--- config.mk ---
export PLATFORM = sky130hd
export DESIGN_NAME = srs_top
export DESIGN_NICKNAME = d
export VERILOG_FILES = /design/src/core/srs_pkg.sv /design/src/core/srs_src_mux.sv /design/src/core/srs_top.sv
export VERILOG_INCLUDE_DIRS = /design/src /design/src/core
export SDC_FILE = /design/constraint.sdc
export NUM_CORES = 1
export LEC_CHECK = 0
export BUFFER_PORTS_ARGS = -buffer_cell sky130_fd_sc_hd__buf_2
export CORE_AREA = 2 2 283 285
export CTS_BUF_LIST = sky130_fd_sc_hd__clkbuf_4
export CTS_CLUSTER_SIZE = 8
export DETAILED_ROUTE_END_ITERATION = 10
export DIE_AREA = 0 0 285 287
export MAX_ROUTING_LAYER = met4
export SLEW_MARGIN = 20
export SYNTH_ARGS = -nofsm -noshare
export SYNTH_HDL_FRONTEND = slang
export SYNTH_SLANG_ARGS = --single-unit
--- constraint.sdc ---
create_clock -name clk_i -period 3.5 [get_ports clk_i]
set_input_delay 0.175 -clock clk_i [delete_from_list [all_inputs] [get_ports clk_i]]
set_output_delay 0.175 -clock clk_i [all_outputs]
set_load 0.03 [all_outputs]
--- src/core/srs_regs.svh ---
`ifndef SRS_REGS_SVH
`define SRS_REGS_SVH

// ----------------------------------------
// register offsets
// ----------------------------------------
`define SRS_ADDR_W          8
`define SRS_OFS_START_SEL   8'h17
`define SRS_OFS_CONV_SRC    8'h18

// ----------------------------------------
// reset values
// ----------------------------------------
`define SRS_START_SEL_RST   8'h04
`define SRS_CONV_SRC_RST    8'h10

// ----------------------------------------
// field positions
// ----------------------------------------
`define SRS_RSVD_LSB        4
`define SRS_SECOND_ST_LSB   2
`define SRS_FIRST_ST_LSB    0
`define SRS_CH1_SRC_LSB     4
`define SRS_CH0_SRC_LSB     0

// ----------------------------------------
// slot counts per frame
// ----------------------------------------
`define SRS_SLOTS_STEREO    4'h2
`define SRS_SLOTS_TDM4      4'h4
`define SRS_SLOTS_TDM8      4'h8

`endif

--- src/core/srs_pkg.sv ---
`default_nettype none

package srs_pkg;

	// slot arrangement of the serial output port
	typedef enum logic [1:0] {
		SRS_SLOT_STEREO = 2'b00,
		SRS_SLOT_TDM4   = 2'b01,
		SRS_SLOT_TDM8   = 2'b10,
		SRS_SLOT_RSVD   = 2'b11
	} srs_slot_mode_e;

	// class of source feeding an output rate converter channel
	typedef enum logic [1:0] {
		SRS_SRC_CORE   = 2'b00,
		SRS_SRC_ADC    = 2'b01,
		SRS_SRC_SERIAL = 2'b10
	} srs_src_class_e;

	// decoded converter source
	typedef struct packed {
		srs_src_class_e src_class;
		logic [2:0]     index;
	} srs_src_sel_s;

	// routing fields as seen by the datapath
	typedef struct packed {
		logic [1:0] second_output_pin_start_channel;
		logic [1:0] first_output_pin_start_channel;
		logic [3:0] out_converter_ch1_source;
		logic [3:0] out_converter_ch0_source;
	} srs_route_s;

	// per pin slot walker state
	typedef struct packed {
		logic       active;
		logic [2:0] slot;
		logic [1:0] start;
	} srs_pin_s;

endpackage

`default_nettype wire

--- src/core/srs_src_mux.sv ---
`timescale 1ns/1ps
`default_nettype none

module srs_src_mux
	import srs_pkg::*;
#(
	parameter int SAMPLE_W = 24
) (
	// source select code
	input  wire logic [3:0]            code_i,
	// candidate sources
	input  wire logic [4*SAMPLE_W-1:0] core_out_i,
	input  wire logic [4*SAMPLE_W-1:0] adc_i,
	input  wire logic [8*SAMPLE_W-1:0] serial_in_i,
	// selected sample and its decoded source
	output logic      [SAMPLE_W-1:0]   sample_o,
	output srs_src_sel_s               sel_o
);

	// ----------------------------------------
	// code decode
	// ----------------------------------------

	// 0xxx: core/adc group, 1xxx: serial input 0-7
	always_comb begin
		sel_o = '0;
		sample_o = '0;
		if (code_i[3]) begin
			sel_o.src_class = SRS_SRC_SERIAL;
			sel_o.index = code_i[2:0];
			sample_o = serial_in_i[code_i[2:0]*SAMPLE_W +: SAMPLE_W];
		end else if (code_i[2]) begin
			sel_o.src_class = SRS_SRC_ADC;
			sel_o.index = {1'b0, code_i[1:0]};
			sample_o = adc_i[code_i[1:0]*SAMPLE_W +: SAMPLE_W];
		end else begin
			sel_o.src_class = SRS_SRC_CORE;
			sel_o.index = {1'b0, code_i[1:0]};
			sample_o = core_out_i[code_i[1:0]*SAMPLE_W +: SAMPLE_W];
		end
	end

endmodule

`default_nettype wire

--- src/core/srs_top.sv ---
// Notes on behaviour
// - start-select bits 3:2 pick second pin start channel 0/2/4/6, reset 01.
// - start-select bits 1:0 pick first pin start channel 0/2/4/6, reset 00.
// - each pin emits following channels in order, count set by slot arrangement.
// - source bits 7:4 route core 0-3, adc 0-3 or serial 0-7 to converter ch1.
// - source bits 3:0 route the same sources to converter ch0, reset core 0.
//
// The strobed register port was left to the implementer.
`timescale 1ns/1ps
`default_nettype none
`include "srs_regs.svh"

module srs_top
	import srs_pkg::*;
#(
	parameter int SAMPLE_W = 24
) (
	// clock and reset
	input  wire logic                      clk_i,
	input  wire logic                      rst_b_i,
	// register port
	input  wire logic [`SRS_ADDR_W-1:0]    reg_addr_i,
	input  wire logic [7:0]                reg_wdata_i,
	input  wire logic                      reg_wr_i,
	input  wire logic                      reg_rd_i,
	output logic      [7:0]                reg_rdata_o,
	// serial output port timing, same clock domain
	input  wire logic [1:0]                slot_arrangement_setting_i,
	input  wire logic                      frame_start_i,
	input  wire logic                      slot_strobe_i,
	input  wire logic [8*SAMPLE_W-1:0]     slot_data_i,
	// serial output pins
	output logic      [SAMPLE_W-1:0]       first_serial_output_pin_o,
	output logic      [SAMPLE_W-1:0]       second_serial_output_pin_o,
	output logic      [1:0]                pin_valid_o,
	output logic      [5:0]                pin_channel_o,
	// converter sources
	input  wire logic [4*SAMPLE_W-1:0]     core_out_i,
	input  wire logic [4*SAMPLE_W-1:0]     adc_i,
	input  wire logic [8*SAMPLE_W-1:0]     serial_in_i,
	// converter channel samples and routing state
	output logic      [2*SAMPLE_W-1:0]     conv_sample_o,
	output srs_src_sel_s [1:0]             conv_src_o,
	output srs_route_s                     route_o
);

	// ----------------------------------------
	// parameter check
	// ----------------------------------------

	generate
		if (SAMPLE_W < 1 || SAMPLE_W > 32) begin : g_bad_width
			$error("srs_top: SAMPLE_W must lie in 1..32");
		end
		// the walker counts slots in three bits, eight at most
		if (`SRS_SLOTS_TDM8 > 4'h8 || `SRS_SLOTS_STEREO < 4'h1) begin : g_bad_slots
			$error("srs_top: slot counts must lie in 1..8");
		end
		// reserved nibble of the start select must come up zero
		if ((`SRS_START_SEL_RST >> `SRS_RSVD_LSB) != 8'h00) begin : g_bad_rsvd
			$error("srs_top: reserved start select bits must reset to zero");
		end
		// both start fields sit below the reserved nibble
		if (`SRS_SECOND_ST_LSB + 2 > `SRS_RSVD_LSB || `SRS_FIRST_ST_LSB + 2 > `SRS_SECOND_ST_LSB) begin : g_bad_start
			$error("srs_top: start select fields overlap");
		end
		// both source nibbles fit the byte without overlap
		if (`SRS_CH1_SRC_LSB + 4 > 8 || `SRS_CH0_SRC_LSB + 4 > `SRS_CH1_SRC_LSB) begin : g_bad_src
			$error("srs_top: converter source fields overlap");
		end
	endgenerate

	// ----------------------------------------
	// register file
	// ----------------------------------------

	logic [7:0] serial_out_start_channel_select;
	logic [7:0] out_rate_converter_source_0_1;
	logic [7:0] next_serial_out_start_channel_select;
	logic [7:0] next_out_rate_converter_source_0_1;
	logic [7:0] next_reg_rdata;

	// write decode and read mux; whole byte stored, reserved bits too
	always_comb begin
		next_serial_out_start_channel_select = serial_out_start_channel_select;
		next_out_rate_converter_source_0_1 = out_rate_converter_source_0_1;
		next_reg_rdata = 8'h00;
		if (reg_wr_i) begin
			unique case (reg_addr_i)
				`SRS_OFS_START_SEL: begin
					next_serial_out_start_channel_select = reg_wdata_i;
				end
				`SRS_OFS_CONV_SRC: begin
					next_out_rate_converter_source_0_1 = reg_wdata_i;
				end
				default: begin
					next_reg_rdata = 8'h00;
				end
			endcase
		end
		if (reg_rd_i) begin
			unique case (reg_addr_i)
				`SRS_OFS_START_SEL: begin
					next_reg_rdata = serial_out_start_channel_select;
				end
				`SRS_OFS_CONV_SRC: begin
					next_reg_rdata = out_rate_converter_source_0_1;
				end
				default: begin
					next_reg_rdata = 8'h00; // unmapped reads as zero
				end
			endcase
		end
	end

	// register state, read data valid one cycle after the strobe only
	always_ff @(posedge clk_i or negedge rst_b_i) begin
		if (!rst_b_i) begin
			serial_out_start_channel_select <= `SRS_START_SEL_RST;
			out_rate_converter_source_0_1 <= `SRS_CONV_SRC_RST;
			reg_rdata_o <= 8'h00;
		end else begin
			serial_out_start_channel_select <= next_serial_out_start_channel_select;
			out_rate_converter_source_0_1 <= next_out_rate_converter_source_0_1;
			reg_rdata_o <= next_reg_rdata;
		end
	end

	// ----------------------------------------
	// field extraction
	// ----------------------------------------

	// reserved nibble deliberately left out of the route
	always_comb begin
		route_o.second_output_pin_start_channel =
			serial_out_start_channel_select[`SRS_SECOND_ST_LSB +: 2];
		route_o.first_output_pin_start_channel =
			serial_out_start_channel_select[`SRS_FIRST_ST_LSB +: 2];
		route_o.out_converter_ch1_source =
			out_rate_converter_source_0_1[`SRS_CH1_SRC_LSB +: 4];
		route_o.out_converter_ch0_source =
			out_rate_converter_source_0_1[`SRS_CH0_SRC_LSB +: 4];
	end

	// ----------------------------------------
	// slot arrangement
	// ----------------------------------------

	// slots per frame; the reserved code falls back to eight
	function automatic logic [3:0] slot_count(input logic [1:0] mode);
		logic [3:0] cnt;
		cnt = `SRS_SLOTS_TDM8;
		unique case (srs_slot_mode_e'(mode))
			SRS_SLOT_STEREO: cnt = `SRS_SLOTS_STEREO;
			SRS_SLOT_TDM4:   cnt = `SRS_SLOTS_TDM4;
			SRS_SLOT_TDM8:   cnt = `SRS_SLOTS_TDM8;
			default:         cnt = `SRS_SLOTS_TDM8;
		endcase
		return cnt;
	endfunction

	logic [3:0] last_slot;

	// index of the final slot of a frame
	assign last_slot = slot_count(slot_arrangement_setting_i) - 4'h1;

	// ----------------------------------------
	// channel helpers
	// ----------------------------------------

	// start code picks an even channel
	function automatic logic [2:0] start_chan(input logic [1:0] start);
		return {start, 1'b0};
	endfunction

	// one channel's sample out of the slot bus
	function automatic logic [SAMPLE_W-1:0] slot_sample(
		input logic [8*SAMPLE_W-1:0] data,
		input logic [2:0]            idx
	);
		return data[idx*SAMPLE_W +: SAMPLE_W];
	endfunction

	// ----------------------------------------
	// per pin slot walkers
	// ----------------------------------------

	logic [1:0]          pin_start [2];
	logic [SAMPLE_W-1:0] pin_sample [2];

	assign pin_start[0] = route_o.first_output_pin_start_channel;
	assign pin_start[1] = route_o.second_output_pin_start_channel;

	genvar p;
	generate
		for (p = 0; p < 2; p++) begin : g_pin
			srs_pin_s            walk;
			srs_pin_s            next_walk;
			logic [2:0]          chan;
			logic [2:0]          next_chan;
			logic [SAMPLE_W-1:0] sample;
			logic [SAMPLE_W-1:0] next_sample;
			logic                valid;
			logic                next_valid;

			// start latched per frame so a mid-frame write cannot tear it
			always_comb begin
				next_walk = walk;
				next_chan = chan;
				next_sample = sample;
				next_valid = 1'b0;
				if (frame_start_i) begin
					next_walk.active = 1'b1;
					next_walk.slot = 3'h0;
					next_walk.start = pin_start[p];
					next_chan = start_chan(pin_start[p]);
					next_sample = slot_sample(slot_data_i, start_chan(pin_start[p]));
					next_valid = 1'b1;
				end else if (slot_strobe_i && walk.active) begin
					if ({1'b0, walk.slot} == last_slot) begin
						next_walk.active = 1'b0; // frame's slots used up
					end else begin
						next_walk.slot = walk.slot + 3'h1;
						next_chan = start_chan(walk.start) + next_walk.slot;
						next_sample = slot_sample(slot_data_i, next_chan);
						next_valid = 1'b1;
					end
				end
			end

			// walker registers
			always_ff @(posedge clk_i or negedge rst_b_i) begin
				if (!rst_b_i) begin
					walk <= '0;
					chan <= 3'h0;
					sample <= '0;
					valid <= 1'b0;
				end else begin
					walk <= next_walk;
					chan <= next_chan;
					sample <= next_sample;
					valid <= next_valid;
				end
			end

			assign pin_sample[p] = sample;
			assign pin_valid_o[p] = valid;
			assign pin_channel_o[p*3 +: 3] = chan;
		end
	endgenerate

	// pin data straight from the walker flops
	assign first_serial_output_pin_o = pin_sample[0];
	assign second_serial_output_pin_o = pin_sample[1];

	// ----------------------------------------
	// converter source routing
	// ----------------------------------------

	logic [3:0]          conv_code [2];
	logic [SAMPLE_W-1:0] mux_sample [2];
	srs_src_sel_s        mux_sel [2];

	assign conv_code[0] = route_o.out_converter_ch0_source;
	assign conv_code[1] = route_o.out_converter_ch1_source;

	genvar c;
	generate
		for (c = 0; c < 2; c++) begin : g_conv
			logic [SAMPLE_W-1:0] next_conv;
			srs_src_sel_s        next_src;

			srs_src_mux #(
				.SAMPLE_W (SAMPLE_W)
			) u_mux (
				.code_i      (conv_code[c]),
				.core_out_i  (core_out_i),
				.adc_i       (adc_i),
				.serial_in_i (serial_in_i),
				.sample_o    (mux_sample[c]),
				.sel_o       (mux_sel[c])
			);

			// selected source, one cycle of latency
			always_comb begin
				next_conv = mux_sample[c];
				next_src = mux_sel[c];
			end

			// converter sample registers
			always_ff @(posedge clk_i or negedge rst_b_i) begin
				if (!rst_b_i) begin
					conv_sample_o[c*SAMPLE_W +: SAMPLE_W] <= '0;
					conv_src_o[c] <= '0;
				end else begin
					conv_sample_o[c*SAMPLE_W +: SAMPLE_W] <= next_conv;
					conv_src_o[c] <= next_src;
				end
			end
		end
	endgenerate

endmodule

`default_nettype wire

==> results.sh <==
export IMPL_relSlewSlack_pct=27.00
export IMPL_ys_types=45
export IMPL_grt_ovfl_total=0
export IMPL_worstHoldPathCells=4
export IMPL_crit_type="reg -> reg"
export IMPL_yosysTopAreaCellShare_pct=47.84
export IMPL_drcViolationCount=0
export IMPL_wl_um=78060
export IMPL_core_area_um2=78610
export IMPL_final_common_cell="buf_2"
export IMPL_cts_buffers=17
export IMPL_synth_top_flop_cell="dfrtp_1"
export IMPL_cts_root_buf="clkbuf_4"
export IMPL_synth_nets=1777
export IMPL_path_clk_slew_ns=0.17
export IMPL_crit_fanout=21
export IMPL_area_growth_pct=63.19
export IMPL_post_synth_top_area_cell="mux4_2"
export IMPL_crit_path_cell_trace="buf_12 > mux4_2 > dlygate4sd3_1 > mux2i_1 > dlygate4sd3_1 > a21oi_1"
export IMPL_cts_sinks=148
export IMPL_seq_area_um2=3740
export IMPL_fin_nets=2893
export IMPL_ys_seq_elements=148
export IMPL_antenna_left=0
export IMPL_finalSetupTns_ns=0
export IMPL_cts_path_max_buffers=2
export IMPL_rsz0062_at_grt="false"
export IMPL_synth_avg_cell_area_um2=13.50
export IMPL_viasPerCell=5.039
export IMPL_drt_iter0_markers=924
export IMPL_route_met2_wl_um=38760
export IMPL_nFillCells=7815
export IMPL_post_dp_hpwl_um=57240
export IMPL_cp_start_kind="flop"
export IMPL_path_common_cell="dlygate4sd3_1"
export IMPL_highest_layer="met4"
export IMPL_synth_cells=1172
export IMPL_antenna_found_initial=43
export IMPL_drt_first_pass_iters=5
export IMPL_cp_arrival_ns=3.88
export IMPL_setup_viol_count_final=0
export IMPL_die_y_um=287
export IMPL_vdd_drop_max_v=0.0001752
export IMPL_htreeDepth=4
export IMPL_drv_slew=0
export IMPL_die_x_um=285
export IMPL_p_per_area_nw_per_um2=278.4
export IMPL_p_leak_nw=10.16
export IMPL_holdWs_ns=0.1344
export IMPL_fin_crit_sh_pct=94.38
export IMPL_vias=17070
export IMPL_ios=734
export IMPL_wl_met1_um=27930
export IMPL_met3_length_um=6040
export IMPL_cts_tree="done"
export IMPL_syn_cell_area_um2=15820
export IMPL_final_cell_mix="buf_2 (732), dlygate4sd3_1 (457), mux4_2 (336)"
export IMPL_grt_pass1_vias=18240
export IMPL_r2r_cells=6
export IMPL_synthTopCellsByArea="mux4_2 (48%), dfrtp_1 (23%), mux2i_1 (6.1%)"
export IMPL_end_kind="flop"
export IMPL_crit_required_ns=4.08
export IMPL_grt_pass1_wl_um=112200
export IMPL_status="finished clean"
export IMPL_fin_skew_ns=0.03863
export IMPL_hold_path_class="in -> reg"
export IMPL_die_area_um2=81800
export IMPL_critical_path_max_stage_delay_ns=0.89
export IMPL_cap_violations=0
export IMPL_placement_rows=103
export IMPL_ys_seq_area_share_pct=23.43
export IMPL_tightest_slew_ns=1.090
export IMPL_clk_latency_ns=0.70
export IMPL_gp_congestion=0.9640
export IMPL_yosys_warnings=0
export IMPL_min_period_ns=3.303
export IMPL_multiInputGateArea_um2=11400
export IMPL_initial_core_util_pct=20.12
export IMPL_grt_max_degree=58
export IMPL_slowest_stage="dfstp_4"
export IMPL_port_buffers=733
export IMPL_drive_gt1_share_pct=52.33
export IMPL_track_usage_pct=18.88
export IMPL_max_freq_mhz=302.7
export IMPL_hold_viol=0
export IMPL_ys_async_sr_fraction_pct=100.0
export IMPL_synth_edf_count=0
export IMPL_wl_per_cell_um=23.05
-- power by group --
| group | internal (mW) | switching, mW |
|---|---|---|
| registers | 1.90 | 0.160 |
| clock network | 0.472 | 0.872 |
| logic | 2.02 | 1.77 |
| total | 4.39 | 2.80 |
-- layout make-up --
class	instances	area share [%]
multi-input cells	864	44.18
repair buffers	1252	34.59
flip-flops and latches	148	14.49
well taps	1050	5.090
clock inverters	14	0.7077
clock buffers	18	0.5235
diodes	36	0.3490
inverters	5	0.07271
-- flip-flops by register name, indices dropped and copies added, names as in the netlist --
signal                           count
conv_sample_o                       48
conv_src_o                          10
first_serial_output_pin_o           24
g_pin.chan                           4
g_pin.valid                          2
g_pin.walk                          12
out_rate_converter_source_0_1        8
reg_rdata_o                          8
second_serial_output_pin_o          24
serial_out_start_channel_select      8
-- Yosys cell counts, types with 2 or more instances --
| cell type | number |
|---|---|
| mux4_2 | 336 |
| xor2_1 | 5 |
| buf_4 | 20 |
| xnor2_1 | 5 |
| o31ai_1 | 3 |
| inv_1 | 5 |
| nand2_1 | 79 |
| buf_1 | 15 |
| nand2b_1 | 3 |
| o21ai_0 | 7 |
| mux2_4 | 8 |
| or4_1 | 3 |
| and2_1 | 3 |
| dfstp_2 | 2 |
| a21oi_1 | 53 |
| ha_1 | 5 |
| mux2_2 | 12 |
| nor2_1 | 6 |
| a22oi_1 | 32 |
| nand3_1 | 5 |
| clkbuf_1 | 80 |
| or3_1 | 3 |
| o311a_1 | 2 |
| buf_2 | 39 |
| mux2i_1 | 97 |
| o221ai_1 | 24 |
| nor2b_1 | 83 |
| a211oi_1 | 50 |
| o211ai_1 | 24 |
| a21o_1 | 3 |
| dfrtp_1 | 146 |
-- cell families after synthesis --
family / count (synthesis) / synth area share (%)
simple gates: 193 / 6.368
mux: 453 / 55.60
xor+xnor: 10 / 0.5537
flops: 148 / 23.43
compound gates: 203 / 9.026
buf+inv: 160 / 4.628
fa+ha+maj: 5 / 0.3955
-- metal layers --
| layer | GRT usage [%] | up-vias |
|---|---|---|
| li1 | - | 7214 |
| met1 | 20.18 | 8565 |
| met2 | 31.69 | 1072 |
| met3 | 3.913 | 215 |
| met4 | 12.59 | 0 |
| met5 | - | - |
-- final timing paths --
check,from,end,slack [ns]
setup / recovery,out_rate_converter_source_0_1[4],conv_sample_o[25],0.20
hold / removal,serial_in_i[3],conv_sample_o[3],0.13
setup reg to reg,out_rate_converter_source_0_1[4],conv_sample_o[25],0.20
hold reg to reg,serial_out_start_channel_select[5],serial_out_start_channel_select[5],0.53
max in group asynchronous,rst_b_i,conv_sample_o[22],2.29
min in group asynchronous,rst_b_i,out_rate_converter_source_0_1[1],0.54
-- worst max-delay path, delay by kind of cell, from the launching register on --
| kind | cells | cell delay, ns |
|---|---|---|
| buf+inv | 3 | 1.47 |
| flops | 1 | 0.89 |
| mux | 2 | 0.73 |
| compound gates | 1 | 0.08 |
-- timing repair --
action	in CTS	in global routing
setup endpoints to repair	0	15
resized for setup	0	1
hold buffers	458	0
endpoints found under the hold margin	260	0
buffers inserted	0	11
-- through the flow --
step | setup WS, ns | utilization [%] | instances | instance area [um^2] | total power, mW
floorplan | 1.109 | - | 1172 | 15820 | 3.942
global placement | 0.5751 | 26.30 | 2850 | 20680 | 5.093
detailed placement | 0.4909 | 26.30 | 2850 | 20680 | 5.112
CTS | 0.04079 | 32.56 | 3340 | 25600 | 7.221
global route | 0.06950 | 32.83 | 3385 | 25810 | 7.572
finish | 0.1967 | 32.83 | 3387 | 25810 | 7.186
Power figures use the tool's default switching activity.
